### config.mk
export PLATFORM = sky130hd
export DESIGN_NAME = rtpp_parser
export DESIGN_NICKNAME = d
export VERILOG_FILES = /design/src/logic/rtpp_pkg.sv /design/src/logic/rtpp_parser.sv
export SDC_FILE = /design/constraint.sdc
export NUM_CORES = 1
export LEC_CHECK = 0
export BUFFER_PORTS_ARGS = -buffer_cell sky130_fd_sc_hd__buf_2
export CORE_UTILIZATION = 45
export DETAILED_ROUTE_END_ITERATION = 12
export SYNTH_ARGS = -nofsm -noshare
export SYNTH_HDL_FRONTEND = slang
export SYNTH_SLANG_ARGS = --single-unit
### constraint.sdc
create_clock -name mclk -period 5.15 [get_ports mclk]
set_input_delay 0.7725 -clock mclk [delete_from_list [all_inputs] [get_ports mclk]]
set_output_delay 0.7725 -clock mclk [all_outputs]
set_load 0.05 [all_outputs]
### src/logic/rtpp_pkg.sv
package rtpp_pkg;
    // framing constants
    localparam logic [7:0]  SYNC_BYTE            = 8'h55;
    localparam logic [7:0]  HEADER_CHECKSUM_OFS  = 8'h05;
    // packet types and fixed optional lengths
    localparam logic [7:0]  TYPE_SHORT           = 8'h01;
    localparam logic [7:0]  TYPE_GEN2            = 8'h0a;
    localparam logic [7:0]  TYPE_MESSAGE         = 8'h09;
    localparam logic [7:0]  TYPE_RESPONSE        = 8'h02;
    localparam logic [7:0]  TYPE_EVENT           = 8'h04;
    localparam logic [7:0]  OPT_LEN_SHORT        = 8'h07;
    localparam logic [7:0]  OPT_LEN_GEN2         = 8'h02;
    localparam logic [7:0]  OPT_LEN_MESSAGE      = 8'h0a;
    // payload limits
    localparam logic [15:0] MAX_SHORT_BROADCAST  = 16'h000e;
    localparam logic [15:0] MAX_SHORT_ADDRESSED  = 16'h0009;
    localparam logic [15:0] MAX_GEN2_FRAME       = 16'h00ff;
    localparam logic [15:0] MAX_MESSAGE_BUFFER   = 16'h0098;
    // destination offset inside the optional data
    localparam logic [7:0]  DEST_FIRST_SHORT     = 8'h01;
    localparam logic [7:0]  DEST_FIRST_MESSAGE   = 8'h00;
    // return and event codes
    localparam logic [7:0]  RETURN_SUCCESS       = 8'h00;
    localparam logic [7:0]  RETURN_UNSUPPORTED   = 8'h02;
    localparam logic [7:0]  RETURN_BAD_PARAMETER = 8'h03;
    localparam logic [7:0]  RETURN_DUTY_LOCKED   = 8'h05;
    localparam logic [7:0]  TRANSMIT_DONE_EVENT  = 8'h08;
    // answer packet layout
    localparam logic [7:0]  ANSWER_LEN           = 8'h08;

    // answer request handed to the serial sender
    typedef struct packed {
        logic [7:0] packet_type;
        logic [7:0] code;
    } rtpp_answer_type;

    // telegram start handed to the radio path
    typedef struct packed {
        logic [1:0]  format;
        logic        broadcast;
        logic [15:0] length;
    } rtpp_tx_type;
endpackage

### src/logic/rtpp_parser.sv
// Notes on behaviour
// - short packet: opt length 7, type 0x01
// - header checksum at offset 5 after sync
// - data checksum covers data and optional data
// - short payload over 14/9 gives code 0x03
// - destination all ones means broadcast
// - security-level byte is ignored
// - good short packet answers success 00
// - duty lock answers 05, no transmit
// - finished transmission sends event 0x08
// - 868 variant answers gen2 with 02
// - 902 variant accepts short and gen2
// - gen2 telegram checksum byte not checked
// - gen2 payload limited to 255 bytes
// - message packet type 0x09, ten opt bytes
// - message payload limited to 152 bytes
`timescale 1ns/1ps
module rtpp_parser #(
    parameter bit IS_902 = 1'b0  // high on the 902 MHz variant
) (
    // clock, reset, enable
    input  wire logic                 mclk,
    input  wire logic                 sys_rst,
    input  wire logic                 clk_en,
    // serial bytes from host
    input  wire logic                 rx_valid,
    input  wire logic [7:0]           rx_byte,
    // radio side
    input  wire logic                 duty_locked,
    input  wire logic                 tx_finished,
    input  wire logic                 tx_busy,
    output rtpp_pkg::rtpp_tx_type     tx_req,
    output logic                      tx_start,
    output logic                      tx_data_valid,
    output logic [7:0]                tx_data,
    // answers to host
    output rtpp_pkg::rtpp_answer_type answer,
    output logic                      answer_valid,
    output logic                      checksum_error
);
    // parser states
    typedef enum logic [2:0] {
        ST_SYNC   = 3'b000,
        ST_HEADER = 3'b001,
        ST_DATA   = 3'b010,
        ST_OPT    = 3'b011,
        ST_CHECK  = 3'b100
    } rtpp_state_type;

    // crc8 step, polynomial x^8+x^2+x+1, used for both checksums
    function automatic logic [7:0] crc_step(input logic [7:0] crc, input logic [7:0] din);
        logic [7:0] c;
        c = crc ^ din;
        for (int i = 0; i < 8; i++) begin
            c = c[7] ? ((c << 1) ^ 8'h07) : (c << 1);
        end
        return c;
    endfunction
    rtpp_state_type      state;        // parser state
    rtpp_state_type      next_state;
    logic [15:0]         count;        // byte index within the section
    logic [15:0]         next_count;
    logic [15:0]         data_len;     // data length field
    logic [15:0]         next_data_len;
    logic [7:0]          opt_len;      // optional length field
    logic [7:0]          next_opt_len;
    logic [7:0]          ptype;        // packet type field
    logic [7:0]          next_ptype;
    logic [7:0]          crc;          // running checksum
    logic [7:0]          next_crc;
    logic                bcast;        // destination still all ones
    logic                next_bcast;
    logic                pending;      // accepted telegram awaiting done
    logic                next_pending;
    logic                owed, next_owed; // done event held back one cycle by a response
    rtpp_pkg::rtpp_answer_type next_answer;
    logic                next_answer_valid;
    logic                next_checksum_error;
    rtpp_pkg::rtpp_tx_type next_tx_req;
    logic                next_tx_start;
    logic                next_tx_data_valid;
    logic [7:0]          next_tx_data;
    logic [7:0]          dest_first;   // first destination byte index
    logic [15:0]         limit;        // payload ceiling for this format
    logic                known;        // recognised format

    // format decode from type byte and optional length
    always_comb begin
        known      = 1'b1;
        dest_first = rtpp_pkg::DEST_FIRST_SHORT;
        limit      = rtpp_pkg::MAX_GEN2_FRAME;
        if (ptype == rtpp_pkg::TYPE_SHORT && opt_len == rtpp_pkg::OPT_LEN_SHORT) begin
            limit = bcast ? rtpp_pkg::MAX_SHORT_BROADCAST : rtpp_pkg::MAX_SHORT_ADDRESSED;
        end else if (ptype == rtpp_pkg::TYPE_GEN2 && opt_len == rtpp_pkg::OPT_LEN_GEN2) begin
            limit = rtpp_pkg::MAX_GEN2_FRAME;
        end else if (ptype == rtpp_pkg::TYPE_MESSAGE && opt_len == rtpp_pkg::OPT_LEN_MESSAGE) begin
            limit      = rtpp_pkg::MAX_MESSAGE_BUFFER;
            dest_first = rtpp_pkg::DEST_FIRST_MESSAGE;
        end else begin
            known = 1'b0;
        end
    end
    // parser next-state
    always_comb begin
        next_state          = state;
        next_count          = count;
        next_data_len       = data_len;
        next_opt_len        = opt_len;
        next_ptype          = ptype;
        next_crc            = crc;
        next_bcast          = bcast;
        next_pending        = pending;
        next_owed           = 1'b0;
        next_answer         = answer;
        next_answer_valid   = 1'b0;
        next_checksum_error = 1'b0;
        next_tx_req         = tx_req;
        next_tx_start       = 1'b0;
        next_tx_data_valid  = 1'b0;
        next_tx_data        = rx_byte;
        if ((tx_finished && pending) || owed) begin
            next_pending      = 1'b0;
            next_answer       = '{rtpp_pkg::TYPE_EVENT, rtpp_pkg::TRANSMIT_DONE_EVENT};
            next_answer_valid = 1'b1;
        end
        if (rx_valid) begin
            case (state)
                ST_SYNC: begin
                    next_count = 16'h0000;
                    next_crc   = 8'h00;
                    next_bcast = 1'b1;
                    if (rx_byte == rtpp_pkg::SYNC_BYTE) begin
                        next_state = ST_HEADER;
                    end
                end
                ST_HEADER: begin
                    next_crc   = crc_step(crc, rx_byte);
                    next_count = count + 16'h0001;
                    case (count[2:0])
                        3'h0: next_data_len = {rx_byte, 8'h00};
                        3'h1: next_data_len = {data_len[15:8], rx_byte};
                        3'h2: next_opt_len  = rx_byte;
                        3'h3: next_ptype    = rx_byte;
                        default: begin
                            next_count = 16'h0000;
                            next_crc   = 8'h00;
                            if (crc != rx_byte) begin
                                next_state          = ST_SYNC;
                                next_checksum_error = 1'b1;
                            end else begin
                                next_state = (data_len != 16'h0000) ? ST_DATA : (opt_len == 8'h00) ? ST_CHECK : ST_OPT;
                            end
                        end
                    endcase
                end
                ST_DATA: begin
                    next_crc           = crc_step(crc, rx_byte);
                    next_count         = count + 16'h0001;
                    next_tx_data_valid = 1'b1;
                    if (next_count == data_len) begin
                        next_count = 16'h0000;
                        next_state = (opt_len == 8'h00) ? ST_CHECK : ST_OPT;
                    end
                end
                ST_OPT: begin
                    next_crc   = crc_step(crc, rx_byte);
                    next_count = count + 16'h0001;
                    // any non-FF destination byte means addressed
                    if (ptype != rtpp_pkg::TYPE_GEN2 && count[7:0] >= dest_first
                        && count[7:0] < dest_first + 8'h04 && rx_byte != 8'hff) begin
                        next_bcast = 1'b0;
                    end
                    if (next_count[7:0] == opt_len) begin
                        next_state = ST_CHECK;
                    end
                end
                default: begin
                    next_state = ST_SYNC;
                    if (crc != rx_byte) begin
                        next_checksum_error = 1'b1;
                    end else begin
                        next_owed         = next_answer_valid; // an event due now goes out next cycle
                        next_answer_valid = 1'b1;
                        next_answer       = '{rtpp_pkg::TYPE_RESPONSE, rtpp_pkg::RETURN_SUCCESS};
                        if (!known) begin
                            next_answer.code = rtpp_pkg::RETURN_BAD_PARAMETER;
                        // gen2 only on the 902 variant
                        end else if (ptype == rtpp_pkg::TYPE_GEN2 && !IS_902) begin
                            next_answer.code = rtpp_pkg::RETURN_UNSUPPORTED;
                        end else if (data_len > limit) begin
                            next_answer.code = rtpp_pkg::RETURN_BAD_PARAMETER;
                        end else if (duty_locked || tx_busy || pending) begin
                            next_answer.code = rtpp_pkg::RETURN_DUTY_LOCKED;
                        end else begin
                            // short, gen2 and message all start here
                            // gen2 telegram checksum byte passed raw
                            next_tx_start = 1'b1;
                            next_pending  = 1'b1;
                            next_tx_req   = '{{ptype[3], ptype[0]}, bcast, data_len}; // bits 3,0 keep formats apart
                        end
                    end
                end
            endcase
        end
    end

    // register all parser state
    always_ff @(posedge mclk) begin
        if (sys_rst) begin
            state          <= ST_SYNC;
            count          <= 16'h0000;
            data_len       <= 16'h0000;
            opt_len        <= 8'h00;
            ptype          <= 8'h00;
            crc            <= 8'h00;
            bcast          <= 1'b1;
            pending        <= 1'b0;
            owed           <= 1'b0;
            answer         <= '0;
            answer_valid   <= 1'b0;
            checksum_error <= 1'b0;
            tx_req         <= '0;
            tx_start       <= 1'b0;
            tx_data_valid  <= 1'b0;
            tx_data        <= 8'h00;
        end else if (clk_en) begin
            state          <= next_state;
            count          <= next_count;
            data_len       <= next_data_len;
            opt_len        <= next_opt_len;
            ptype          <= next_ptype;
            crc            <= next_crc;
            bcast          <= next_bcast;
            pending        <= next_pending;
            owed           <= next_owed;
            answer         <= next_answer;
            answer_valid   <= next_answer_valid;
            checksum_error <= next_checksum_error;
            tx_req         <= next_tx_req;
            tx_start       <= next_tx_start;
            tx_data_valid  <= next_tx_data_valid;
            tx_data        <= next_tx_data;
        end
    end
    AST_LOCK_NO_TX: assert property (@(posedge mclk) disable iff (sys_rst)
        answer_valid && answer.code == rtpp_pkg::RETURN_DUTY_LOCKED |-> !tx_start)
        else $error("radio started on refused request");
    AST_START_SUCCESS: assert property (@(posedge mclk) disable iff (sys_rst)
        tx_start |-> answer_valid && answer.code == rtpp_pkg::RETURN_SUCCESS)
        else $error("start without success answer");
    AST_SHORT_LIMIT: assert property (@(posedge mclk) disable iff (sys_rst)
        tx_start && tx_req.format == 2'b01 |-> tx_req.length <= (tx_req.broadcast ? 16'h000e : 16'h0009))
        else $error("oversize short telegram started");
    AST_MSG_LIMIT: assert property (@(posedge mclk) disable iff (sys_rst)
        tx_start && tx_req.format == 2'b11 |-> tx_req.length <= 16'h0098) else $error("oversize message started");
    AST_GEN2_VARIANT: assert property (@(posedge mclk) disable iff (sys_rst)
        tx_start && tx_req.format == 2'b10 |-> IS_902) else $error("gen2 started on 868 variant");
    AST_BAD_SILENT: assert property (@(posedge mclk) disable iff (sys_rst)
        checksum_error |-> !tx_start && !(answer_valid && answer.packet_type == rtpp_pkg::TYPE_RESPONSE))
        else $error("radio started or answered on bad checksum");
    // done event within two cycles of finish
    AST_DONE_EVENT: assert property (@(posedge mclk) disable iff (sys_rst)
        clk_en && tx_finished && pending |-> ##[1:2] answer_valid && answer.code == rtpp_pkg::TRANSMIT_DONE_EVENT)
        else $error("done event missing");
    // sync byte in sync state goes to header
    AST_SYNC_HUNT: assert property (@(posedge mclk) disable iff (sys_rst)
        clk_en && rx_valid && state == ST_SYNC && rx_byte == 8'h55 |=> state == ST_HEADER)
        else $error("sync byte not taken");
endmodule

==> metrics <==
pwr dens 257.7 nW/µm²; clk_lat worst skew between 0.3 and 0.4 ns; Synth-to-Final Area Change 9.905%; Initial Util 0.4684; CP max stage delay roughly 0.67 ns; HPWL after DPL 10.17 mm; internal power roughly 1200 µW; adder-cell share of the synthesized area 0.03514; nets 713; CTS tree yes; Via Count 4857; Via-to-Cell Ratio between 5 and 6; clk root buf clkbuf_16; Routed WL about 14 mm; most used cell, CP nor2_1; Clock power frac 0.418; largest net degree at the start of global routing between 90 and 100; post-synthesis mux area share 0.06347; Final Setup Violations 0; number of remaining DRC errors 0; Syn Inst Count 660; Seq pwr share 0.525; Worst Hold Launch answer[6]; wire length per cell between 15 and 20 µm; die span in x ~110 µm; final worst path period need between 3 and 4 ns; Synth Net Count 691; Worst R2R End crc[2]; post-synthesis xor/xnor area fraction 0.07995; post-synthesis sequential area ratio 0.3830; Synthesis Warnings 0; Rows 40; Layout Utilization 0.5148; start point of the critical path count[0]; reg2reg path depth 9; fmax between 200 and 300 MHz; vias in the first global route 4420; Hold Path Depth 1; switching power 405.0 µW; status finished, final reports clean; Tcrit/Tclk final 0.6646; GRT Overall Usage 0.2300; Max clock buf depth 2; reg-to-reg critical path startpoint count[0]; grt ovf 0; antenna violations before repair 0; Final TNS setup 0 ns; relative slew slack 0.3053; Netlist cell types between 60 and 70; Sw Ratio 0.2511; Hold Path Sink answer[6]; worst-path cell chain inv_1 -> ha_1 -> or3_1 -> a21oi_1 -> nor2_1 -> o21ai_2 -> o21ai_0 -> a22oi_1 -> nor2_1; Worst path slowest cell o21ai_2; Compound-Gate Fraction of Synth Area 0.1234; Comb pwr share 0.056; Slew @ Worst Pin around 1.0 ns; Die Area about 13000 µm²; mapped cell area roughly 5700 µm²; worst setup skew after layout around 0.0096 ns; Synth Register Bits about 110; H-Tree Level Count 3; CTS sink count between 100 and 150; First-pass DRT Iterations 5; Syn Area/Cell 8.631 µm²; Largest delay share family, worst path compound AO/OA/AOI/OAI gates; GP Congestion 0.8932; post_cts resized 0; number of port buffers 61; RSZ-0062 raised after global routing no; Post-CTS Hold Fix Bufs 0; drt initial violations approximately 310; CP Class register to register; Setup crit end kind register; Crit path required time roughly 5.4 ns; Leak 0.002452 µW; predominant post-synthesis flop cell dfxtp_1; startpoint types register; Ports between 60 and 70; Fin. Hold Viols 0; CP Buf/Inv Count 1; asr flop ratio synth 0; Core Box Area ~12000 µm²; share of cells above drive strength 1 0.1397; maximum VDD drop ~160 µV; ant diodes 0; crit path max fanout 17; CTS buffer count 9; arrival time of the worst setup path 3.63 ns; largest family of logic cells by synthesized area simple AND/OR/NAND/NOR gates; Post-synth EDFFs 0; Worst R2R Setup Slack about 1.7 ns; antenna-violating nets left 0; first-pass GRT wire length ~23 mm; Die Y 114.5 µm; Post-CTS Setup Repair Bufs 0; maxcap violations 0; final slew viol count 0; Synth Area in Simple Gates 0.2622; worst hold path class register to register; clk slew on worst S/H paths 0.07 ns
==> registers in the layout (all words and copies together) (netlist names) <==
name / cells
tx_req: 19
count: 16
tx_start: 1
answer: 16
bcast: 1
checksum_error: 1
data_len: 16
tx_data: 8
state: 3
tx_data_valid: 1
ptype: 8
crc: 8
owed: 1
pending: 1
answer_valid: 1
opt_len: 8
==> layout make-up <==
class                      instances  area, µm²
clock buffer                      10      229.0
multi-input combinational        487       3214
clock inverter                     6      60.06
sequential                       109       2182
fill                            1166       5901
timing repair buffer              63      320.3
inverter                          12      45.04
tap                              168      210.2
==> power by group through the flow <==
stage	registers (µW)	clock network [µW]	logic [µW]
after global routing	848	722	98.3
final	847	675	90.9
after detailed placement	867	0	90.2
after CTS	847	688	90.7
after floorplan	880	0	53.4
after global placement	867	0	89.7
==> worst max-delay path by stage <==
stage                       endpoint  slack, ns  cells past startpoint
final                         crc[2]       1.73                      9
after global routing          crc[2]       1.47                      9
after detailed placement   tx_req[6]       1.81                     13
after global placement        crc[2]       1.80                      9
after floorplan           tx_req[18]       2.11                     13
after CTS                  tx_req[6]       1.79                     13
==> synthesized netlist by cell type, types with 3 or more instances <==
cell	instances	area share
buf_2	11	0.0097
nand2b_1	4	0.0044
a31oi_1	12	0.013
o21ai_1	7	0.0061
xnor2_1	43	0.066
nand4_1	17	0.019
clkbuf_1	29	0.019
nand2_1	45	0.030
nor2_1	77	0.051
xor2_1	9	0.014
mux2i_1	35	0.061
nor4_1	8	0.0088
a22oi_1	15	0.020
nor4b_1	4	0.0061
ha_1	16	0.035
buf_6	3	0.0059
nor2b_1	6	0.0066
o21ai_0	6	0.0053
o21a_1	6	0.0079
nor4_2	5	0.011
and2_1	19	0.021
a21oi_1	35	0.031
nand3_1	28	0.025
or3_1	8	0.0088
inv_1	10	0.0066
dfxtp_1	109	0.38
nor3_1	20	0.018
buf_4	6	0.0079
or4_1	3	0.0040
a41oi_1	5	0.0077
and3_1	17	0.019
==> per-stage QoR <==
stage | instance area (µm²) | hold slack (ns) | total power, µW | instances | setup WS, ns
finish | 6261 | 0.4534 | 1613 | 855 | 1.727
global route | 6261 | 0.4790 | 1668 | 855 | 1.468
CTS | 6261 | 0.4554 | 1627 | 855 | 1.791
detailed placement | 5972 | 0.4385 | 957.5 | 839 | 1.808
global placement | 5972 | 0.4359 | 957.0 | 839 | 1.804
floorplan | 5697 | 0.4410 | 933.5 | 660 | 2.107
==> cells by family after synthesis <==
group	count (synthesis)
simple gates	276
fa+ha+maj	16
flops	109
mux	36
compound gates	107
xor+xnor	52
buf+inv	64
==> routing by layer <==
metal  track usage  part of all wire  up-vias
li1              -                 -     2387
met1        0.3129              0.47     2260
met2        0.3519              0.44      183
met3       0.03547             0.058       27
met4        0.1195             0.029        0
met5             0                 0        -
==> placed cells by master, fill, tap and decap left out, types with 6 or more instances in the layout <==
| cell type | instances |
|---|---|
| nand4_1 | 17 |
| xor2_1 | 9 |
| a31oi_1 | 12 |
| nor4_1 | 8 |
| mux2i_1 | 35 |
| o21a_1 | 6 |
| inv_1 | 10 |
| nand2_1 | 45 |
| o21ai_1 | 7 |
| or3_1 | 8 |
| xnor2_1 | 43 |
| a22oi_1 | 15 |
| nand3_1 | 28 |
| nor2_1 | 77 |
| ha_1 | 16 |
| buf_2 | 61 |
| dfxtp_1 | 109 |
| and3_1 | 17 |
| and2_1 | 19 |
| nor2b_1 | 6 |
| nor3_1 | 20 |
| o21ai_0 | 6 |
| a21oi_1 | 35 |
| clkbuf_16 | 9 |
Note: power is estimated with default switching activity, not from simulation.
